### config.mk
export PLATFORM = sky130hd
export DESIGN_NAME = avs_ctrl_regs
export DESIGN_NICKNAME = d
export VERILOG_FILES = /design/src/logic/avs_pkg.sv /design/src/logic/avs_hp_if.sv /design/src/logic/avs_hotplug_drv.sv /design/src/logic/avs_ctrl_regs.sv
export SDC_FILE = /design/constraint.sdc
export NUM_CORES = 1
export LEC_CHECK = 0
export BUFFER_PORTS_ARGS = -buffer_cell sky130_fd_sc_hd__buf_2
export CORE_MARGIN = 1.5
export CORE_UTILIZATION = 30
export DETAILED_ROUTE_END_ITERATION = 10
export PLACE_DENSITY_LB_ADDON = 0.12
export REMOVE_ABC_BUFFERS = 1
export SYNTH_ARGS = -nofsm -noshare
export SYNTH_HDL_FRONTEND = slang
export SYNTH_SLANG_ARGS = --single-unit
export TNS_END_PERCENT = 1
### constraint.sdc
create_clock -name i_sys_clk -period 3.7 [get_ports i_sys_clk]
set_clock_uncertainty 0.2 [all_clocks]
set_input_delay 0 -clock i_sys_clk [delete_from_list [all_inputs] [get_ports i_sys_clk]]
set_output_delay 0 -clock i_sys_clk [all_outputs]
set_load 0.05 [all_outputs]
### src/logic/avs_pkg.sv
// Purpose: Shared constants and types for the link switch control bank
// Assumes: 250 MHz system clock
// Notes: Register offsets are byte addresses on the two-wire port
package avs_pkg;
	// Register offsets
	localparam logic [7:0] REG_TERM = 8'h03;
	localparam logic [7:0] REG_AUX = 8'h04;
	localparam logic [7:0] REG_HP_WIDTH = 8'h05;
	localparam logic [7:0] REG_HP_OVR = 8'h06;
	localparam logic [7:0] REG_LOSS_CTL = 8'h07;
	localparam logic [7:0] REG_EDID_MODE = 8'h0e;
	localparam logic [7:0] REG_UNLOCK = 8'h0f;
	localparam logic [7:0] REG_LOSS_STAT = 8'h10;
	localparam logic [7:0] REG_VERSION = 8'hfe;
	localparam logic [7:0] REG_PART = 8'hff;
	// Reset values
	localparam logic [7:0] RST_TERM = 8'h0f;
	localparam logic [7:0] RST_AUX = 8'h07;
	localparam logic [7:0] RST_HP_WIDTH = 8'h05;
	localparam logic [7:0] RST_HP_OVR = 8'h00;
	localparam logic [7:0] RST_LOSS_CTL = 8'h00;
	localparam logic [7:0] RST_EDID_MODE = 8'h00;
	localparam logic [7:0] RST_UNLOCK = 8'h00;
	// Field positions and readback masks
	localparam int TERM_SRC_LSB = 4;
	localparam int AUX_DDC_BIT = 1;
	localparam int AUX_CEC_BIT = 0;
	localparam int HP_SRC_BIT = 4;
	localparam int LOSS_THR_LSB = 4;
	localparam int LOSS_SQ_BIT = 2;
	localparam int LOSS_EN_BIT = 0;
	localparam int EDID_BYPASS_BIT = 0;
	localparam logic [7:0] AUX_MASK = 8'h07;
	localparam logic [7:0] HP_OVR_MASK = 8'h1f;
	localparam logic [7:0] LOSS_CTL_MASK = 8'h37;
	// Field codes
	localparam logic [3:0] TERM_SRC_MANUAL = 4'hf;
	localparam logic [7:0] UNLOCK_KEY = 8'h96;
	localparam logic [4:0] SLAVE_ADDR_HI = 5'h12;
	// Hot-plug pulse step
	localparam int HP_STEP_MS = 24;
	localparam int CLK_KHZ = 250_000;
	localparam int HP_STEP_CYCLES = HP_STEP_MS * CLK_KHZ;
	// Two-wire slave states
	typedef enum logic [3:0] {
		ST_IDLE, ST_DEV, ST_DEV_ACK, ST_REG, ST_REG_ACK,
		ST_WR, ST_WR_ACK, ST_RD, ST_RD_ACK, ST_WAIT
	} avs_i2c_state_t;
endpackage : avs_pkg

### src/logic/avs_hp_if.sv
// Purpose: Carries hot-plug control between register bank and driver
// Assumes: One clock domain
// Notes: Driver owns low_oe and busy
`timescale 1ns/1ps
`default_nettype none
interface avs_hp_if;
	logic [7:0] pulse_length;
	logic source_manual;
	logic [3:0] manual_levels;
	logic trigger;
	logic [3:0] low_oe;
	logic busy;
	modport ctrl (output pulse_length, output source_manual, output manual_levels, output trigger,
		input low_oe, input busy);
	modport drv (input pulse_length, input source_manual, input manual_levels, input trigger,
		output low_oe, output busy);
endinterface : avs_hp_if
`default_nettype wire

### src/logic/avs_hotplug_drv.sv
// Purpose: Hot-plug pin driver, timed pulse or direct manual levels
// Assumes: Trigger is a one-cycle pulse on the system clock
// Notes: A new trigger restarts a running pulse
`timescale 1ns/1ps
`default_nettype none
module avs_hotplug_drv #(
	parameter int STEP_CYCLES = avs_pkg::HP_STEP_CYCLES
) (
	// Clock and reset
	input wire logic i_sys_clk,
	input wire logic i_arst_n,
	// Control and pin enables
	avs_hp_if.drv hp
);
	logic [31:0] step_cnt_r;
	logic [7:0] steps_left_r;
	logic busy_r;
	logic [3:0] low_oe_r;

	generate
		if (STEP_CYCLES < 1) begin : g_bad_step
			$error("STEP_CYCLES must be at least one");
		end
	endgenerate

	// Step timer
	always_ff @(posedge i_sys_clk or negedge i_arst_n) begin
		if (!i_arst_n) begin
			busy_r <= 1'b0;
			steps_left_r <= 8'h00;
			step_cnt_r <= 32'h0;
		end else if (hp.source_manual) begin
			busy_r <= 1'b0;
			steps_left_r <= 8'h00;
		end else if (hp.trigger && hp.pulse_length != 8'h00) begin
			busy_r <= 1'b1;
			steps_left_r <= hp.pulse_length;
			step_cnt_r <= 32'(STEP_CYCLES - 1);
		end else if (busy_r) begin
			if (step_cnt_r == 32'h0) begin
				step_cnt_r <= 32'(STEP_CYCLES - 1);
				if (steps_left_r == 8'h01) begin
					busy_r <= 1'b0;
				end
				steps_left_r <= steps_left_r - 8'h01;
			end else begin
				step_cnt_r <= step_cnt_r - 32'h1;
			end
		end
	end

	// Pin enables
	always_ff @(posedge i_sys_clk or negedge i_arst_n) begin
		if (!i_arst_n) begin
			low_oe_r <= 4'h0;
		end else if (hp.source_manual) begin
			low_oe_r <= hp.manual_levels;
		end else begin
			low_oe_r <= {4{busy_r}};
		end
	end

	assign hp.low_oe = low_oe_r;
	assign hp.busy = busy_r;
endmodule : avs_hotplug_drv
`default_nettype wire

### src/logic/avs_ctrl_regs.sv
// Purpose: Control and status bank of a four-input link switch, two-wire slave port
// Assumes: Pins pass a three-stage synchroniser; channel switch and active input are local
// Notes: Register pointer advances after each data byte
// Function
// - Source field zero automatic, all ones manual
// - Manual: one-hot bits enable input terminations
// - Manual selection zero switches all terminations off
// - Aux bit 1 enables display channel buffer
// - Aux bit 0 enables consumer control buffer
// - Pulse lasts width times 24 ms step
// - Override bit 4 clear: automatic pulsing
// - Override bit 4 set: manual field drives outputs
// - Manual set bits drive low, zero releases
// - Loss control bit 2 enables auto squelch
// - Loss bit 0 enables detection, threshold bits
// - Mode bit 0 bypasses replicator for SRAM writes
// - EEPROM writes allowed only with key 0x96
// - Status shows one signal loss bit per input, any number set at once
`timescale 1ns/1ps
`default_nettype none
module avs_ctrl_regs #(
	parameter int HP_STEP_CYCLES = avs_pkg::HP_STEP_CYCLES,
	parameter logic [7:0] SILICON_VERSION = 8'h5a, // Arbitrary value
	parameter logic [7:0] PART_CODE = 8'h3c // Arbitrary value
) (
	// Clock and reset
	input wire logic i_sys_clk,
	input wire logic i_arst_n,
	// Two-wire slave pins
	input wire logic i_scl,
	input wire logic i_sda,
	output logic o_sda,
	output logic o_sda_oe,
	input wire logic [1:0] i_addr_strap,
	// Local switch state
	input wire logic i_channel_switch,
	input wire logic [1:0] i_active_input,
	input wire logic [3:0] i_signal_lost,
	// Termination and buffers
	output logic [3:0] o_termination_on,
	output logic o_display_channel_buffer_on,
	output logic o_consumer_control_buffer_on,
	// Hot-plug pins
	output logic [3:0] o_hotplug_out,
	output logic [3:0] o_hotplug_out_oe,
	// Signal loss and replicator
	output logic o_signal_loss_detect_on,
	output logic [1:0] o_signal_loss_threshold,
	output logic o_auto_squelch_on,
	output logic [3:0] o_signal_loss_flags,
	output logic o_replicator_bypass,
	output logic o_eeprom_write_allowed
);
	localparam int NPIN = 8;

	logic [NPIN-1:0] pin_raw;
	logic [NPIN-1:0] pin_f_r;
	logic scl_prev_r;
	logic sda_prev_r;
	logic scl_f;
	logic sda_f;
	logic [1:0] strap_f;
	logic [3:0] lost_f;
	logic scl_rise;
	logic scl_fall;
	logic bus_start;
	logic bus_stop;
	avs_pkg::avs_i2c_state_t state_r;
	logic [3:0] bit_cnt_r;
	logic [7:0] shift_r;
	logic [7:0] ptr_r;
	logic is_read_r;
	logic mack_r;
	logic sda_oe_r;
	logic wr_stb_r;
	logic [7:0] wr_addr_r;
	logic [7:0] wr_data_r;
	logic [7:0] rd_data;
	logic [7:0] term_r;
	logic [7:0] aux_r;
	logic [7:0] hp_width_r;
	logic [7:0] hp_ovr_r;
	logic [7:0] loss_ctl_r;
	logic [7:0] edid_mode_r;
	logic [7:0] unlock_r;
	logic [3:0] term_on_r;
	logic ddc_on_r;
	logic cec_on_r;
	logic detect_on_r;
	logic [1:0] thr_r;
	logic squelch_r;
	logic [3:0] flags_r;
	logic bypass_r;
	logic allowed_r;
	logic sda_out_r;
	logic [3:0] hp_level_r;

	avs_hp_if hp ();

	assign pin_raw = {i_signal_lost, i_addr_strap, i_sda, i_scl};

	// Three-stage synchroniser and agreement filter per pin
	genvar gi;
	generate
		for (gi = 0; gi < NPIN; gi++) begin : g_pin
			logic [2:0] sync_r;
			always_ff @(posedge i_sys_clk or negedge i_arst_n) begin
				if (!i_arst_n) begin
					sync_r <= 3'h7;
					pin_f_r[gi] <= 1'b1;
				end else begin
					sync_r <= {sync_r[1:0], pin_raw[gi]};
					if (sync_r[1] == sync_r[2]) begin
						pin_f_r[gi] <= sync_r[2];
					end
				end
			end
		end
	endgenerate

	assign scl_f = pin_f_r[0];
	assign sda_f = pin_f_r[1];
	assign strap_f = pin_f_r[3:2];
	assign lost_f = pin_f_r[7:4];

	always_ff @(posedge i_sys_clk or negedge i_arst_n) begin
		if (!i_arst_n) begin
			scl_prev_r <= 1'b1;
			sda_prev_r <= 1'b1;
		end else begin
			scl_prev_r <= scl_f;
			sda_prev_r <= sda_f;
		end
	end

	assign scl_rise = scl_f & ~scl_prev_r;
	assign scl_fall = ~scl_f & scl_prev_r;
	assign bus_start = scl_f & scl_prev_r & sda_prev_r & ~sda_f;
	assign bus_stop = scl_f & scl_prev_r & ~sda_prev_r & sda_f;

	// Readback mux
	always_comb begin
		if (ptr_r == avs_pkg::REG_TERM) begin
			rd_data = term_r;
		end else if (ptr_r == avs_pkg::REG_AUX) begin
			rd_data = aux_r;
		end else if (ptr_r == avs_pkg::REG_HP_WIDTH) begin
			rd_data = hp_width_r;
		end else if (ptr_r == avs_pkg::REG_HP_OVR) begin
			rd_data = hp_ovr_r;
		end else if (ptr_r == avs_pkg::REG_LOSS_CTL) begin
			rd_data = loss_ctl_r;
		end else if (ptr_r == avs_pkg::REG_LOSS_STAT) begin
			rd_data = {4'h0, flags_r};
		end else if (ptr_r == avs_pkg::REG_VERSION) begin
			rd_data = SILICON_VERSION;
		end else if (ptr_r == avs_pkg::REG_PART) begin
			rd_data = PART_CODE;
		end else begin
			rd_data = 8'h00;
		end
	end

	// Two-wire slave sequencer
	always_ff @(posedge i_sys_clk or negedge i_arst_n) begin
		if (!i_arst_n) begin
			state_r <= avs_pkg::ST_IDLE;
			bit_cnt_r <= 4'h0;
			shift_r <= 8'h00;
			ptr_r <= 8'h00;
			is_read_r <= 1'b0;
			mack_r <= 1'b0;
			sda_oe_r <= 1'b0;
			wr_stb_r <= 1'b0;
			wr_addr_r <= 8'h00;
			wr_data_r <= 8'h00;
		end else begin
			wr_stb_r <= 1'b0;
			if (bus_stop) begin
				state_r <= avs_pkg::ST_IDLE;
				sda_oe_r <= 1'b0;
			end else if (bus_start) begin
				state_r <= avs_pkg::ST_DEV;
				bit_cnt_r <= 4'h0;
				sda_oe_r <= 1'b0;
			end else begin
				case (state_r)
					avs_pkg::ST_DEV, avs_pkg::ST_REG, avs_pkg::ST_WR: begin
						if (scl_rise) begin
							shift_r <= {shift_r[6:0], sda_f};
							bit_cnt_r <= bit_cnt_r + 4'h1;
						end else if (scl_fall && bit_cnt_r == 4'h8) begin
							bit_cnt_r <= 4'h0;
							if (state_r == avs_pkg::ST_DEV) begin
								if (shift_r[7:1] == {avs_pkg::SLAVE_ADDR_HI, strap_f}) begin
									sda_oe_r <= 1'b1;
									is_read_r <= shift_r[0];
									state_r <= avs_pkg::ST_DEV_ACK;
								end else begin
									state_r <= avs_pkg::ST_WAIT;
								end
							end else if (state_r == avs_pkg::ST_REG) begin
								ptr_r <= shift_r;
								sda_oe_r <= 1'b1;
								state_r <= avs_pkg::ST_REG_ACK;
							end else begin
								wr_stb_r <= 1'b1;
								wr_addr_r <= ptr_r;
								wr_data_r <= shift_r;
								ptr_r <= ptr_r + 8'h01;
								sda_oe_r <= 1'b1;
								state_r <= avs_pkg::ST_WR_ACK;
							end
						end
					end
					avs_pkg::ST_DEV_ACK: begin
						if (scl_fall) begin
							if (is_read_r) begin
								shift_r <= rd_data;
								sda_oe_r <= ~rd_data[7];
								bit_cnt_r <= 4'h1;
								state_r <= avs_pkg::ST_RD;
							end else begin
								sda_oe_r <= 1'b0;
								state_r <= avs_pkg::ST_REG;
							end
						end
					end
					avs_pkg::ST_REG_ACK, avs_pkg::ST_WR_ACK: begin
						if (scl_fall) begin
							sda_oe_r <= 1'b0;
							state_r <= avs_pkg::ST_WR;
						end
					end
					avs_pkg::ST_RD: begin
						if (scl_fall) begin
							if (bit_cnt_r == 4'h8) begin
								sda_oe_r <= 1'b0;
								bit_cnt_r <= 4'h0;
								ptr_r <= ptr_r + 8'h01;
								state_r <= avs_pkg::ST_RD_ACK;
							end else begin
								sda_oe_r <= ~shift_r[6];
								shift_r <= {shift_r[6:0], 1'b0};
								bit_cnt_r <= bit_cnt_r + 4'h1;
							end
						end
					end
					avs_pkg::ST_RD_ACK: begin
						if (scl_rise) begin
							mack_r <= ~sda_f;
						end else if (scl_fall) begin
							if (mack_r) begin
								shift_r <= rd_data;
								sda_oe_r <= ~rd_data[7];
								bit_cnt_r <= 4'h1;
								state_r <= avs_pkg::ST_RD;
							end else begin
								state_r <= avs_pkg::ST_WAIT;
							end
						end
					end
					default: begin
					end
				endcase
			end
		end
	end

	// Register writes; unmapped and read-only offsets ignore writes
	always_ff @(posedge i_sys_clk or negedge i_arst_n) begin
		if (!i_arst_n) begin
			term_r <= avs_pkg::RST_TERM;
			aux_r <= avs_pkg::RST_AUX;
			hp_width_r <= avs_pkg::RST_HP_WIDTH;
			hp_ovr_r <= avs_pkg::RST_HP_OVR;
			loss_ctl_r <= avs_pkg::RST_LOSS_CTL;
			edid_mode_r <= avs_pkg::RST_EDID_MODE;
			unlock_r <= avs_pkg::RST_UNLOCK;
		end else if (wr_stb_r) begin
			if (wr_addr_r == avs_pkg::REG_TERM) begin
				term_r <= wr_data_r;
			end else if (wr_addr_r == avs_pkg::REG_AUX) begin
				aux_r <= wr_data_r & avs_pkg::AUX_MASK;
			end else if (wr_addr_r == avs_pkg::REG_HP_WIDTH) begin
				hp_width_r <= wr_data_r;
			end else if (wr_addr_r == avs_pkg::REG_HP_OVR) begin
				hp_ovr_r <= wr_data_r & avs_pkg::HP_OVR_MASK;
			end else if (wr_addr_r == avs_pkg::REG_LOSS_CTL) begin
				loss_ctl_r <= wr_data_r & avs_pkg::LOSS_CTL_MASK;
			end else if (wr_addr_r == avs_pkg::REG_EDID_MODE) begin
				edid_mode_r <= wr_data_r;
			end else if (wr_addr_r == avs_pkg::REG_UNLOCK) begin
				unlock_r <= wr_data_r;
			end
		end
	end

	// Registered control outputs
	always_ff @(posedge i_sys_clk or negedge i_arst_n) begin
		if (!i_arst_n) begin
			term_on_r <= 4'h0;
			ddc_on_r <= 1'b0;
			cec_on_r <= 1'b0;
			detect_on_r <= 1'b0;
			thr_r <= 2'h0;
			squelch_r <= 1'b0;
			flags_r <= 4'h0;
			bypass_r <= 1'b0;
			allowed_r <= 1'b0;
			sda_out_r <= 1'b0;
			hp_level_r <= 4'h0;
		end else begin
			if (term_r[7:avs_pkg::TERM_SRC_LSB] == avs_pkg::TERM_SRC_MANUAL) begin
				term_on_r <= term_r[3:0];
			end else begin
				term_on_r <= 4'h1 << i_active_input;
			end
			ddc_on_r <= aux_r[avs_pkg::AUX_DDC_BIT];
			cec_on_r <= aux_r[avs_pkg::AUX_CEC_BIT];
			detect_on_r <= loss_ctl_r[avs_pkg::LOSS_EN_BIT];
			thr_r <= loss_ctl_r[avs_pkg::LOSS_THR_LSB +: 2];
			squelch_r <= loss_ctl_r[avs_pkg::LOSS_SQ_BIT];
			flags_r <= loss_ctl_r[avs_pkg::LOSS_EN_BIT] ? lost_f : 4'h0;
			bypass_r <= edid_mode_r[avs_pkg::EDID_BYPASS_BIT];
			allowed_r <= unlock_r == avs_pkg::UNLOCK_KEY;
			sda_out_r <= 1'b0;
			hp_level_r <= 4'h0;
		end
	end

	// Hot-plug driver
	assign hp.pulse_length = hp_width_r;
	assign hp.source_manual = hp_ovr_r[avs_pkg::HP_SRC_BIT];
	assign hp.manual_levels = hp_ovr_r[3:0];
	assign hp.trigger = i_channel_switch;

	avs_hotplug_drv #(
		.STEP_CYCLES(HP_STEP_CYCLES)
	) u_hotplug (
		.i_sys_clk(i_sys_clk),
		.i_arst_n(i_arst_n),
		.hp(hp)
	);

	assign o_sda = sda_out_r;
	assign o_sda_oe = sda_oe_r;
	assign o_termination_on = term_on_r;
	assign o_display_channel_buffer_on = ddc_on_r;
	assign o_consumer_control_buffer_on = cec_on_r;
	assign o_hotplug_out = hp_level_r;
	assign o_hotplug_out_oe = hp.low_oe;
	assign o_signal_loss_detect_on = detect_on_r;
	assign o_signal_loss_threshold = thr_r;
	assign o_auto_squelch_on = squelch_r;
	assign o_signal_loss_flags = flags_r;
	assign o_replicator_bypass = bypass_r;
	assign o_eeprom_write_allowed = allowed_r;
endmodule : avs_ctrl_regs
`default_nettype wire

# --- Word level (Yosys, flattened, before mapping) ---
# Index checks and enable logic that the tools add are counted.
word_totals:
  regBits: 177
  input_bits: 13
  out_inout_bits: 26
  wordCells: 261
op_classes:
  n_addsub: 4
  eq_ne: 65
  shifts: 1
  mux: 88
  n_bitwise: 25
  n_reduce_logical: 30
ops:
  columns: ["op", "count"]
  rows:
  - ["$mux W8", 21]
  - ["$mux W4", 26]
  - ["$mux W32", 3]
  - ["$eq A8 B3 Y1 const B", 8]
  - ["$ne A4 B4 Y1 const B", 10]
  - ["$logic_not A32 Y1", 1]
  - ["$pmux W8 S4", 1]
  - ["$sub A32 B1 Y32 const B", 1]
  - ["$mux W7", 4]
  - ["$mux W1", 26]
  - ["$eq A8 B8 Y1 const B", 3]
  - ["$ne A2 B2 Y1 const B", 12]
  - ["$reduce_and A7 Y1", 3]
  - ["$pmux W4 S5", 1]
  - ["$ne A3 B3 Y1 const B", 6]
  - ["$not A1 Y1", 18]
  - ["$reduce_and A9 Y1", 2]
  - ["$eq A4 B3 Y1 const B", 4]
  - ["$eq A8 B2 Y1 const B", 2]
  - ["$eq A8 B4 Y1 const B", 2]
  - ["$pmux W4 S4", 1]
  - ["$pmux W8 S2", 1]
  - ["$reduce_and A8 Y1", 2]
  - ["$eq A4 B4 Y1 const B", 3]
  - ["32 further kinds", 52]

# --- Depth between registers and ports, before layout ---
# Gate-level depths: netlist (run 1).
depth:
  depth_word: 16
  ltp_mapped: 9
  ltp_nobuf: 8

# --- By module ---
# From an unflattened synthesis (run 1), not the netlist that was laid out.
hier_totals:
  hier_cells: 792
  area_unflattened_um2: 8633.3
modules_own_cells:
  columns: ["mod", "n_inst", "cells_each", "area_per_inst_um2", "seq_area_each_um2"]
  rows:
  - ["avs_ctrl_regs", 1, 532, 6113.4, 3357.0]
  - ["avs_hotplug_drv", 1, 260, 2519.9, 1126.1]

# --- Least setup slack after synthesis (run 1) ---
# No wires, ideal clock.
synth_path:
  path_type: "register -> register"
  from: "reg u_hotplug.step_cnt_r[27]"
  to: "reg u_hotplug.steps_left_r[4]"
  setup_time_ns: 0.094
  t_arrival_ns: 2.452
  t_required_ns: 3.406
  path_slack_ns: 0.954
  stages_incl_launch_ff: 7
  path_buffers: 0
  synth_period_minus_slack_ns: 2.746
  cell_sequence: "dfrtp_1 > or4_4 > or4_4 > nor4_4 > nand2_4 > a22o_1 > a221oi_2"
synth_between:
  elab_chain_cells: 3
synth_rtl:
  columns: ["item", "line", "text"]
  rows:
  - ["start, declared", "avs_hotplug_drv.sv:15", "logic [31:0] step_cnt_r;"]
  - ["start signal, assigned", "avs_hotplug_drv.sv:38", "step_cnt_r <= 32'(STEP_CYCLES - 1);"]
  - ["start signal, assigned", "avs_hotplug_drv.sv:41", "step_cnt_r <= 32'(STEP_CYCLES - 1);"]
  - ["start signal, assigned", "avs_hotplug_drv.sv:47", "step_cnt_r <= step_cnt_r - 32'h1;"]
  - ["$logic_not A32 Y1", "avs_hotplug_drv.sv:40", "if (step_cnt_r == 32'h0) begin"]
  - ["$reduce_bool A3 Y1 (no source line)", null, null]
  - ["$reduce_and A2 Y1 (no source line)", null, null]
  - ["end signal, assigned", "avs_hotplug_drv.sv:37", "steps_left_r <= hp.pulse_length;"]
  - ["end signal, assigned", "avs_hotplug_drv.sv:45", "steps_left_r <= steps_left_r - 8'h01;"]
  - ["end, declared", "avs_hotplug_drv.sv:16", "logic [7:0] steps_left_r;"]
# No other way between the ends.
# A chain may end at the register's enable or synchronous reset.

# --- Worst setup path in the final report (run 1) ---
layout_path:
  from: "reg u_hotplug.step_cnt_r[6]"
  to: "reg u_hotplug.step_cnt_r[26]"
layout_between:
  elab_chain_cells: 4
  elab_cells_between_ends: 5
  classes_between: "add/sub: 1; mux: 3; reduce/logical: 1"
layout_rtl:
  columns: ["item", "line", "text"]
  rows:
  - ["$sub A32 B1 Y32 / $logic_not A32 Y1 (equally long branches)", "avs_hotplug_drv.sv:47, avs_hotplug_drv.sv:40", null]
  - ["$mux W32 *", "avs_hotplug_drv.sv:40", null]
  - ["$mux W32 *", "avs_hotplug_drv.sv:39", "end else if (busy_r) begin"]
  - ["$mux W32 *", "avs_hotplug_drv.sv:35", "end else if (hp.trigger && hp.pulse_length != 8'h00) begin"]
# Every way passes the cells marked *; elsewhere a longest branch is shown, timed or not. The select of a mux whose other input is x is not followed.

==> flow_metrics.py, run 1 <==
metrics = {
    "logic_synthesis": {
        "yosys_warnings": 0,
        "netlist_top_cells_area": "dfrtp_1 40%, dfstp_2 14%, mux2_2 7.4%",
        "ys_seq_area_share_pct": 53.8,
        "synth_area_um2": 8340,
        "synth_top_cell_area_share_pct": 40.2,
        "ys_seq_elements": 177,
        "yosysMostFrequentCell": "dfrtp_1",
        "synth_top_cell_by_area": "dfrtp_1",
        "synth-edff-count": 0,
        "yosys-top-cells-count": "134 x dfrtp_1, 71 x nor2_1, 65 x nand2_1",
        "synth-main-ff-cell": "dfrtp_1",
        "syn_inst": 766,
        "avgSynthCellArea_um2": 10.9,
        "synth_cell_types": 76,
        "synthArstFlopShare_pct": 100,
    },
    "critical_path": {
        "rr_startpoint": "u_hotplug.step_cnt_r[6]",
        "r2r_end": "u_hotplug.step_cnt_r[26]",
        "path_common_cell": "or4_1",
        "slowest_delay_ps": 530,
        "r2r_cells": 6,
        "cp_cell_sequence": "or3_1 > or4_1 > a211oi_1 > nand3_1 > or4_1 > a21oi_1",
        "worstPathRequired_ps": 3860,
        "critPathLaunchType": "flop",
        "cpMaxStageDelayCell": "a211oi_1",
        "ff2ff_setup_slack_ps": 670,
        "crit_fanout": 5,
        "critPathKind": "reg -> reg",
        "critPathArrivalTime_ps": 3190,
        "crit_path_end_kind": "flop",
    },
    "routing": {
        "viasPerCell": 4.99,
        "wl_per_cell_um": 17.2,
        "vias": 6007,
        "drt_wl_total_um": 20700,
        "drt_first_pass_iters": 5,
        "final_antenna_net_count": 0,
        "drc": 0,
        "initialDrtViolationCount": 348,
    },
    "cells_and_area": {
        "multiInputGateArea_um2": 3640,
        "seqCellArea_um2": 4480,
        "diodes": 0,
        "syn_to_final_growth_pct": 16.1,
        "final_area_um2": 9680,
        "final_nets": 841,
        "final_layout_size_suffix_gt1_share_pct": 22.9,
        "num-fill-cells": 2748,
    },
    "run": {
        "cap_violations": 0,
    },
    "worst_hold_path": {
        "hold_path.class": "in -> async",
    },
    "pwr": {
        "p_per_area_nw_per_um2": 493,
        "ir_drop_v": 0.000285,
        "leakage_uw": 0.00403,
    },
    "sta": {
        "setup_viol": 0,
        "drv_slew": 0,
        "period_minus_slack_ps": 3030,
        "timing.slew.headroom_pct": 37.7,
        "hold_viol_final": 0,
        "finalCritPeriodShare_pct": 81.8,
        "fmax_mhz": 330,
        "worst_pin_slew_ps": 935,
        "tns_ps": 0,
        "grt_setup_unrepaired": "false",
    },
    "die": {
        "fp-row-count": 60,
        "fp.dieW_um": 170,
        "die_h_um": 170,
        "core_um2": 27100,
        "ios": 39,
        "dieArea_um2": 28800,
        "start_util_pct": 30.8,
    },
    "global_routing": {
        "grt_pass1_wl_um": 34000,
        "gr-usage-all-layers_pct": 15.2,
        "antenna_found_initial": 0,
        "grt_max_degree": 95,
        "grt_remaining_overflow": 0,
        "grt_pass1_vias": 6080,
    },
    "clocking": {
        "cts.htree.levels": 4,
        "ctsResizeCount": 0,
        "clk_latency_ps": 440,
        "cts_num_sinks": 177,
        "postCtsSetupBuffers": 0,
        "cts_tree": "yes",
        "numCtsBuffers": 17,
        "cts.path.max_buffers": 2,
        "clk_pin_slew_worst_paths_ps": 70,
        "cts-root-buf": "clkbuf_16",
    },
    "outcome": {
        "status": "completed",
    },
    "placed_design": {
        "port_buffers": 33,
        "gp_congestion": 0.808,
        "place_area_um2": 8920,
        "dpl.hpwl_um": 14600,
    },
}
-- sequential cells by signal (all words and copies together), names as in the netlist, 4 cells and up --
name,cells
hp.pulse_length,8
hp_ovr_r,5
shift_r,8
unlock_r,8
u_hotplug.hp.low_oe,4
wr_addr_r,8
u_hotplug.steps_left_r,8
term_r,8
o_termination_on,4
wr_data_r,8
state_r,4
o_signal_loss_flags,4
g_pin.sync_r,24
loss_ctl_r,5
bit_cnt_r,4
ptr_r,8
u_hotplug.step_cnt_r,32
lost_f,4
-- power breakdown --
group	internal [uW]	total (uW)	switching [uW]
sequential	2060	2260	199
combinational	295	746	451
clock	915	1770	854
total	3270	4780	1500
-- area by class of cell --
| type | count | area share [%] |
|---|---|---|
| Clock inverter | 14 | 1.37 |
| Multi-Input combinational cell | 540 | 37.6 |
| Clock buffer | 18 | 4.53 |
| Sequential cell | 177 | 46.3 |
| Tap cell | 372 | 4.81 |
| Inverter | 20 | 0.775 |
| Timing Repair Buffer | 62 | 4.64 |
-- critical path: cells and delay by family, from the launching register on --
kind	cells	cell delay [ps]
DFF	1	400
and+or+nand+nor	4	1660
AOI/OAI and AO/OA	2	700
-- through the flow --
stage | util (%) | instances | total power (uW) | worst slack, ps | hold WS, ps
after floorplan | - | 737 | 2760 | 795 | -496
after global placement | 32.9 | 1152 | 3010 | 776 | -93.6
after detailed placement | 32.9 | 1152 | 3030 | 708 | -93.9
after CTS | 35.7 | 1202 | 4840 | 699 | 0.0223
after global routing | 35.7 | 1203 | 5040 | 534 | 0.559
final | 35.7 | 1203 | 4780 | 673 | 4.60
-- cell families after synthesis --
logic type               synth area share (%)
AO/OA/AOI/OAI                            12.7
XOR/XNOR                                 3.36
adder cells (fa/ha/maj)                  2.46
buffers and inverters                    2.90
flip-flops                               53.8
multiplexers                             7.91
other                                  0.0450
AND/OR/NAND/NOR                          16.9
-- per-layer routing --
metal / GRT usage (%) / wire (um)
met1: 21.9 / 10500
met2: 22.8 / 9040
met3: 3.61 / 871
met4: 3.81 / 257
met5: 0 / 0
-- cells in the final DEF, fill, tap and decap left out, types with 10 or more instances in the layout --
cell type | Yosys | routed
xnor2_1 | 19 | 19
o21ai_0 | 29 | 29
dfstp_2 | 43 | 43
a31oi_1 | 13 | 13
dfrtp_1 | 134 | 134
nand3_1 | 19 | 19
nor2_1 | 71 | 71
xor2_1 | 13 | 13
mux2_2 | 55 | 55
nor3_1 | 15 | 14
clkbuf_16 | 0 | 17
nand2b_1 | 13 | 13
nand2_1 | 65 | 65
nor4_1 | 13 | 13
dlygate4sd3_1 | 0 | 19
inv_1 | 20 | 20
o22ai_1 | 12 | 12
buf_2 | 1 | 32
a21oi_1 | 35 | 35
ha_1 | 10 | 10
-- what timing repair did --
| item | CTS | global route |
|---|---|---|
| endpoints found under the hold margin | 111 | 1 |
| endpoints found under the setup margin | 0 | 0 |
| hold buffers | 18 | 1 |
-- how the worst max path moves through the flow --
stage	from	endpoint	slack (ps)	depth (start not counted)
floorplan	bit_cnt_r[0]	wr_addr_r[0]	800	7
global placement	u_hotplug.step_cnt_r[6]	u_hotplug.step_cnt_r[26]	780	6
detailed placement	u_hotplug.step_cnt_r[6]	u_hotplug.step_cnt_r[26]	710	6
CTS	u_hotplug.step_cnt_r[6]	u_hotplug.step_cnt_r[26]	700	6
global route	u_hotplug.step_cnt_r[6]	u_hotplug.step_cnt_r[26]	530	6
finish	u_hotplug.step_cnt_r[6]	u_hotplug.step_cnt_r[26]	670	6
Power figures use the tool's default switching activity.
==> run 2, diff against run 1 <==
Settings changed: ABC_AREA set to 1.
Clock period 3.7 ns to 3.1 ns, I/O delays scaled along.
==> run 2 against run 1 <==
Clock power increased by 23%; register-to-register slack improved by 40 ps; sequential share of layout area decreased by 2.0 points; worst hold slack better by 150 ps; routed wire length up 5.9%; flip-flop and latch count unchanged; area after synthesis is 3.9% higher; fmax grew 27%; via count is 14% higher; critical path type unchanged.
==> flow_metrics.py, run 2 <==
metrics = {
    "global_routing": {
        "gr-usage-all-layers_pct": 15.3,
        "grt_pass1_vias": 6954,
        "grt_max_degree": 80,
        "grt_remaining_overflow": 0,
        "grt_pass1_wl_um": 36200,
        "antenna_found_initial": 0,
    },
    "routing": {
        "wl_per_cell_um": 14.6,
        "drt_wl_total_um": 21900,
        "drc": 0,
        "vias": 6850,
        "drt_first_pass_iters": 5,
        "viasPerCell": 4.56,
        "final_antenna_net_count": 0,
        "initialDrtViolationCount": 329,
    },
    "clocking": {
        "numCtsBuffers": 17,
        "cts-root-buf": "clkbuf_16",
        "clk_pin_slew_worst_paths_ps": 70,
        "postCtsSetupBuffers": 0,
        "cts.htree.levels": 4,
        "clk_latency_ps": 430,
        "cts_tree": "yes",
        "cts.path.max_buffers": 2,
        "cts_num_sinks": 177,
    },
    "logic_synthesis": {
        "ys_seq_area_share_pct": 51.8,
        "synthAdderAreaFrac_pct": 2.37,
        "yosys_warnings": 0,
        "avgSynthCellArea_um2": 8.34,
        "muxShareOfSynthArea_pct": 0.116,
        "synth_top_cell_area_share_pct": 38.7,
        "yosys-top-cells-count": "234 x nand2_1, 134 x dfrtp_1, 119 x nor2_1",
        "synth_top_cell_by_area": "dfrtp_1",
        "synth-edff-count": 0,
        "ys_seq_elements": 177,
        "synth-xor-area-share_pct": 2.22,
        "synthArstFlopShare_pct": 100,
        "synth-main-ff-cell": "dfrtp_1",
        "synth_area_um2": 8660,
        "synth_top_family_by_area": "simple AND/OR/NAND/NOR gates",
        "netlist_top_cells_area": "dfrtp_1 39%, dfstp_2 13%, nand2_1 10%",
        "synth_cell_types": 53,
        "syn_inst": 1039,
        "synth_compound_area_share_pct": 11.2,
        "yosysMostFrequentCell": "nand2_1",
        "synthSimpleGateAreaFrac_pct": 25.4,
    },
    "die": {
        "fp-row-count": 62,
        "dieArea_um2": 29900,
        "core_um2": 28500,
        "die_h_um": 173,
        "start_util_pct": 30.3,
        "ios": 39,
        "fp.dieW_um": 173,
    },
    "sta": {
        "timing.slew.headroom_pct": 52.9,
        "grt_setup_unrepaired": "false",
        "tns_ps": 0,
        "fmax_mhz": 419,
        "worst_pin_slew_ps": 707,
        "period_minus_slack_ps": 2390,
        "setup_viol": 0,
        "drv_slew": 0,
        "hold_viol_final": 0,
        "finalCritPeriodShare_pct": 77.0,
    },
    "pwr": {
        "leakage_uw": 0.00461,
        "p_per_area_nw_per_um2": 638,
        "ir_drop_v": 0.000443,
    },
    "critical_path": {
        "crit_fanout": 14,
        "critPathLaunchType": "flop",
        "crit_path_end_kind": "flop",
        "critPathArrivalTime_ps": 2500,
        "ff2ff_setup_slack_ps": 710,
        "critPathKind": "reg -> reg",
        "worstPathRequired_ps": 3210,
    },
    "cells_and_area": {
        "syn_to_final_growth_pct": 16.7,
        "final_cell_mix": "234 x nand2_1, 134 x dfrtp_1, 119 x nor2_1",
        "largest-register": "u_hotplug.step_cnt_r",
        "post-route-util_pct": 35.4,
        "largest_register_ff_count": 32,
        "final_nets": 1127,
        "final_layout_size_suffix_gt1_share_pct": 14.3,
        "final_common_cell": "nand2_1",
        "diodes": 0,
        "largestRegisters": "u_hotplug.step_cnt_r x32, g_pin.sync_r x24",
    },
    "placed_design": {
        "dpl.hpwl_um": 15800,
        "port_buffers": 33,
        "gp_congestion": 0.873,
    },
    "run": {
        "cap_violations": 0,
    },
    "outcome": {
        "status": "completed",
    },
    "worst_hold_path": {
        "hold_path.class": "reg -> reg",
    },
}
[run 2: cell types whose count changed in the layout (fill, tap and decap cells not counted), moves of 9 or more]
cell,before,now
mux2_2,55,0
nand2_1,65,234
nand4_1,6,20
inv_1,20,117
a21oi_1,35,24
a31oi_1,13,4
nor2_1,71,119
xnor2_1,19,3
nor2b_1,9,0
nand3_1,19,65
o21ai_0,29,104
nand2b_1,13,1
[run 2: final cells by class]
cell class                      count  area, um^2
Sequential cell                   177        4480
Timing Repair Buffer               64         489
Inverter                          127         479
Multi-Input combinational cell    717        3590
Fill cell                        3059       18400
Tap cell                          384         480
Clock buffer                       19         433
Clock inverter                     13         151
[run 2: kinds of logic after synthesis]
family / count (synthesis)
AOI/OAI and AO/OA: 171
xor gates and xnor gates: 22
adders and majority gates: 18
buffers and inverters: 149
DFF: 177
muxes: 1
other: 1
and+or+nand+nor: 500
[run 2: final timing paths]
check / startpoint / to / cells past startpoint
min: g_pin[5].sync_r[0] / g_pin[5].sync_r[1] / 0
max reg2reg: state_r[3] / shift_r[0] / 10
min reg2reg: g_pin[5].sync_r[0] / g_pin[5].sync_r[1] / 0
min in group asynchronous: i_arst_n / u_hotplug.step_cnt_r[5] / 3
max: state_r[3] / shift_r[0] / 10
max in group asynchronous: i_arst_n / u_hotplug.hp.low_oe[0] / 4
[run 2: metal layers]
layer / part of all wire [%] / vias to the layer above / track usage [%]
met4: 1.1 / 0 / 4.02
met2: 49 / 86 / 26.1
met1: 47 / 3234 / 19.6
met5: 0 / - / 0
li1: - / 3513 / -
met3: 2.6 / 17 / 3.28
[run 2: power breakdown]
group	internal [uW]	leakage, uW	switching, uW
clock network	1210	0.000283	976
registers	2520	0.00216	213
logic	503	0.00217	1030
total	4230	0.00461	2210
[run 2: through the flow]
stage	area [um^2]	hold slack [ps]	power [uW]	std cells	setup WS (ps)
floorplan	8560	-496	3840	1021	1010
global placement	9300	-101	4310	1446	662
detailed placement	9300	-99.1	4290	1446	683
CTS	10100	157	6560	1501	671
global route	10100	160	6870	1501	448
finish	10100	156	6450	1501	714
[run 2: repair_timing]
item                                    in CTS  in global routing
resized for setup                            0                  0
endpoints found under the setup margin       0                  0
hold buffers                                23                  0
hold endpoints to repair                   168                  0
[run 2: worst max-delay path: stages, from the launching register on]
cell      delay (ps)
dfrtp_1          460
nor2_1           170
nand3_2          150
nand2_2          290
inv_2            120
nand2_2          100
nor2_2            40
nor2_1           110
nand2b_1         280
a21oi_1          280
a21oi_2           70
==> run 3, diff against run 2 <==
Settings changed: ABC_AREA 1 to 0.
Clock period 3.1 ns to 2.1 ns, I/O delays scaled along.
==> run 3 against run 2 <==
Critical path type unchanged; non-clock buffer count increased by 147; via count decreased by 2.6%; worst hold slack got worse by 100 ps; core utilization increased by 5.7 points; the run now ends with negative setup slack left; sequential share of layout area decreased by 4.1 points; first-iteration DRC count increased by 11%; largest cell class unchanged; clock power increased by 44%; global-route usage increased by 1.5 points; design area increased by 10%; critical path depth decreased by 3.
==> flow_metrics.py, run 3 (synthesis gave the netlist of run 1 again) <==
metrics = {
    "outcome": {
        "status": "finished with violations",
        "violations": "negative setup slack",
    },
    "critical_path": {
        "slowest_delay_ps": 550,
        "ff2ff_setup_slack_ps": -550,
        "worstPathRequired_ps": 2250,
        "crit_fanout": 8,
        "crit_path_end_kind": "flop",
        "critPathKind": "reg -> reg",
        "critPathArrivalTime_ps": 2800,
        "cp_cell_sequence": "or4_4 > or4_4 > nor4_4 > buf_6 > nand2_8 > a22o_1 > a221oi_2",
        "cpMaxStageDelayCell": "or4_4",
        "path_common_cell": "or4_4",
        "critPathLaunchType": "flop",
    },
    "cells_and_area": {
        "final_nets": 990,
        "final_area_um2": 11200,
        "post-route-util_pct": 41.1,
        "final_layout_size_suffix_gt1_share_pct": 38.7,
        "largestRegisters": "u_hotplug.step_cnt_r x32, g_pin.sync_r x24",
        "diodes": 0,
        "final_cell_mix": "145 x buf_4, 129 x dfrtp_1, 64 x nand2_1, 64 x nor2_1, 48 x mux2_2",
        "fin_cells": 1352,
        "final_common_cell": "buf_4",
        "largest-register": "u_hotplug.step_cnt_r",
        "largest_register_ff_count": 32,
        "syn_to_final_growth_pct": 33.7,
    },
    "sta": {
        "hold_viol_final": 0,
        "drv_slew": 0,
        "period_minus_slack_ps": 2650,
        "tns_ps": -18730,
        "finalCritPeriodShare_pct": 126,
        "fmax_mhz": 378,
        "grt_setup_unrepaired": "true",
        "setup_viol": 60,
        "layout_setup_ws_ps": -547,
    },
    "routing": {
        "drt_wl_total_um": 22800,
        "initialDrtViolationCount": 366,
        "viasPerCell": 4.94,
        "drc": 0,
        "drt_first_pass_iters": 5,
        "wl_per_cell_um": 16.8,
        "vias": 6674,
        "final_antenna_net_count": 0,
    },
    "clocking": {
        "cts.path.max_buffers": 2,
        "cts_num_sinks": 177,
        "cts.htree.levels": 4,
        "clk_pin_slew_worst_paths_ps": 70,
        "cts_tree": "yes",
        "clk_latency_ps": 440,
        "numCtsBuffers": 17,
        "cts-root-buf": "clkbuf_16",
    },
    "global_routing": {
        "grt_max_degree": 54,
        "antenna_found_initial": 1,
        "grt_pass1_vias": 6738,
        "grt_remaining_overflow": 0,
        "gr-usage-all-layers_pct": 16.7,
        "grt_pass1_wl_um": 37100,
    },
    "pwr": {
        "ir_drop_v": 0.000450,
        "p_per_area_nw_per_um2": 814,
        "swShare_pct": 31.3,
        "p_clk_share_pct": 34.6,
        "p_switching_uw": 2840,
        "leakage_uw": 0.00484,
        "pwr-share-comb_pct": 23.1,
        "p_seq_share_pct": 42.4,
        "p_int_uw": 6240,
    },
    "placed_design": {
        "port_buffers": 33,
        "place_area_um2": 10100,
        "dp_slack_ps": -627,
        "gp_congestion": 0.842,
        "dpl.hpwl_um": 16700,
        "dp_cells": 1298,
    },
    "run": {
        "cap_violations": 0,
    },
    "die": {
        "ios": 39,
        "core_um2": 27100,
        "fp.dieW_um": 170,
        "dieArea_um2": 28800,
        "fp-row-count": 60,
        "start_util_pct": 30.8,
        "die_h_um": 170,
    },
    "worst_hold_path": {
        "hold_path.class": "in -> async",
    },
}
==> run 3: metal layers <==
metal  up-vias  share of wire [%]  track usage [%]
met5         -                  0                0
met1      3344                 50             23.7
met3        22                3.8             2.85
met2       124                 45             25.9
li1       3184                  -                -
met4         0                1.5             5.54
==> run 3: final timing paths <==
kind / cells after the start / end / startpoint
setup / recovery: 7 / u_hotplug.steps_left_r[4] / u_hotplug.step_cnt_r[27]
hold / removal: 2 / g_pin[5].sync_r[2] / i_arst_n
setup reg to reg: 7 / u_hotplug.steps_left_r[4] / u_hotplug.step_cnt_r[27]
hold reg to reg: 0 / g_pin[3].sync_r[1] / g_pin[3].sync_r[0]
max in group asynchronous: 3 / scl_prev_r / i_arst_n
min in group i_sys_clk: 0 / g_pin[3].sync_r[1] / g_pin[3].sync_r[0]
==> run 3: cell type report <==
type | instances | area (um^2)
Tap cell | 372 | 465
Inverter | 20 | 75.1
Clock buffer | 18 | 439
Clock inverter | 14 | 134
Sequential cell | 177 | 4490
Fill cell | 2632 | 16000
Multi-Input combinational cell | 540 | 3870
Timing Repair Buffer | 211 | 1680
==> run 3: metrics by stage <==
step	power, uW	hold WS (ps)
2_1_floorplan	4860	-496
3_3_place_gp	5820	-200
5_1_grt	9570	75.4
3_5_place_dp	5840	-188
6_report	9080	51.9
4_1_cts	9120	48.4
==> run 3: power by group through the flow <==
stage	Clock [uW]	Sequential (uW)	Combinational [uW]
final	3140	3850	2090
after global routing	3390	3890	2300
after CTS	3250	3840	2020
after detailed placement	0	3890	1950
after global placement	0	3890	1930
after floorplan	0	3960	899
==> run 3: critical path: cells and delay by family, from the launching register on <==
kind            cells  cell delay (ps)
simple gates        4             1320
buf+inv             1              180
compound gates      2              480
flops               1              380
==> run 3: what timing repair did <==
item	in CTS	in global routing
hold endpoints to repair	166	0
gates cloned	0	0
resized for setup	34	32
pin swaps	22	8
hold buffers	22	0
setup endpoints to repair	115	111
setup buffers	0	0
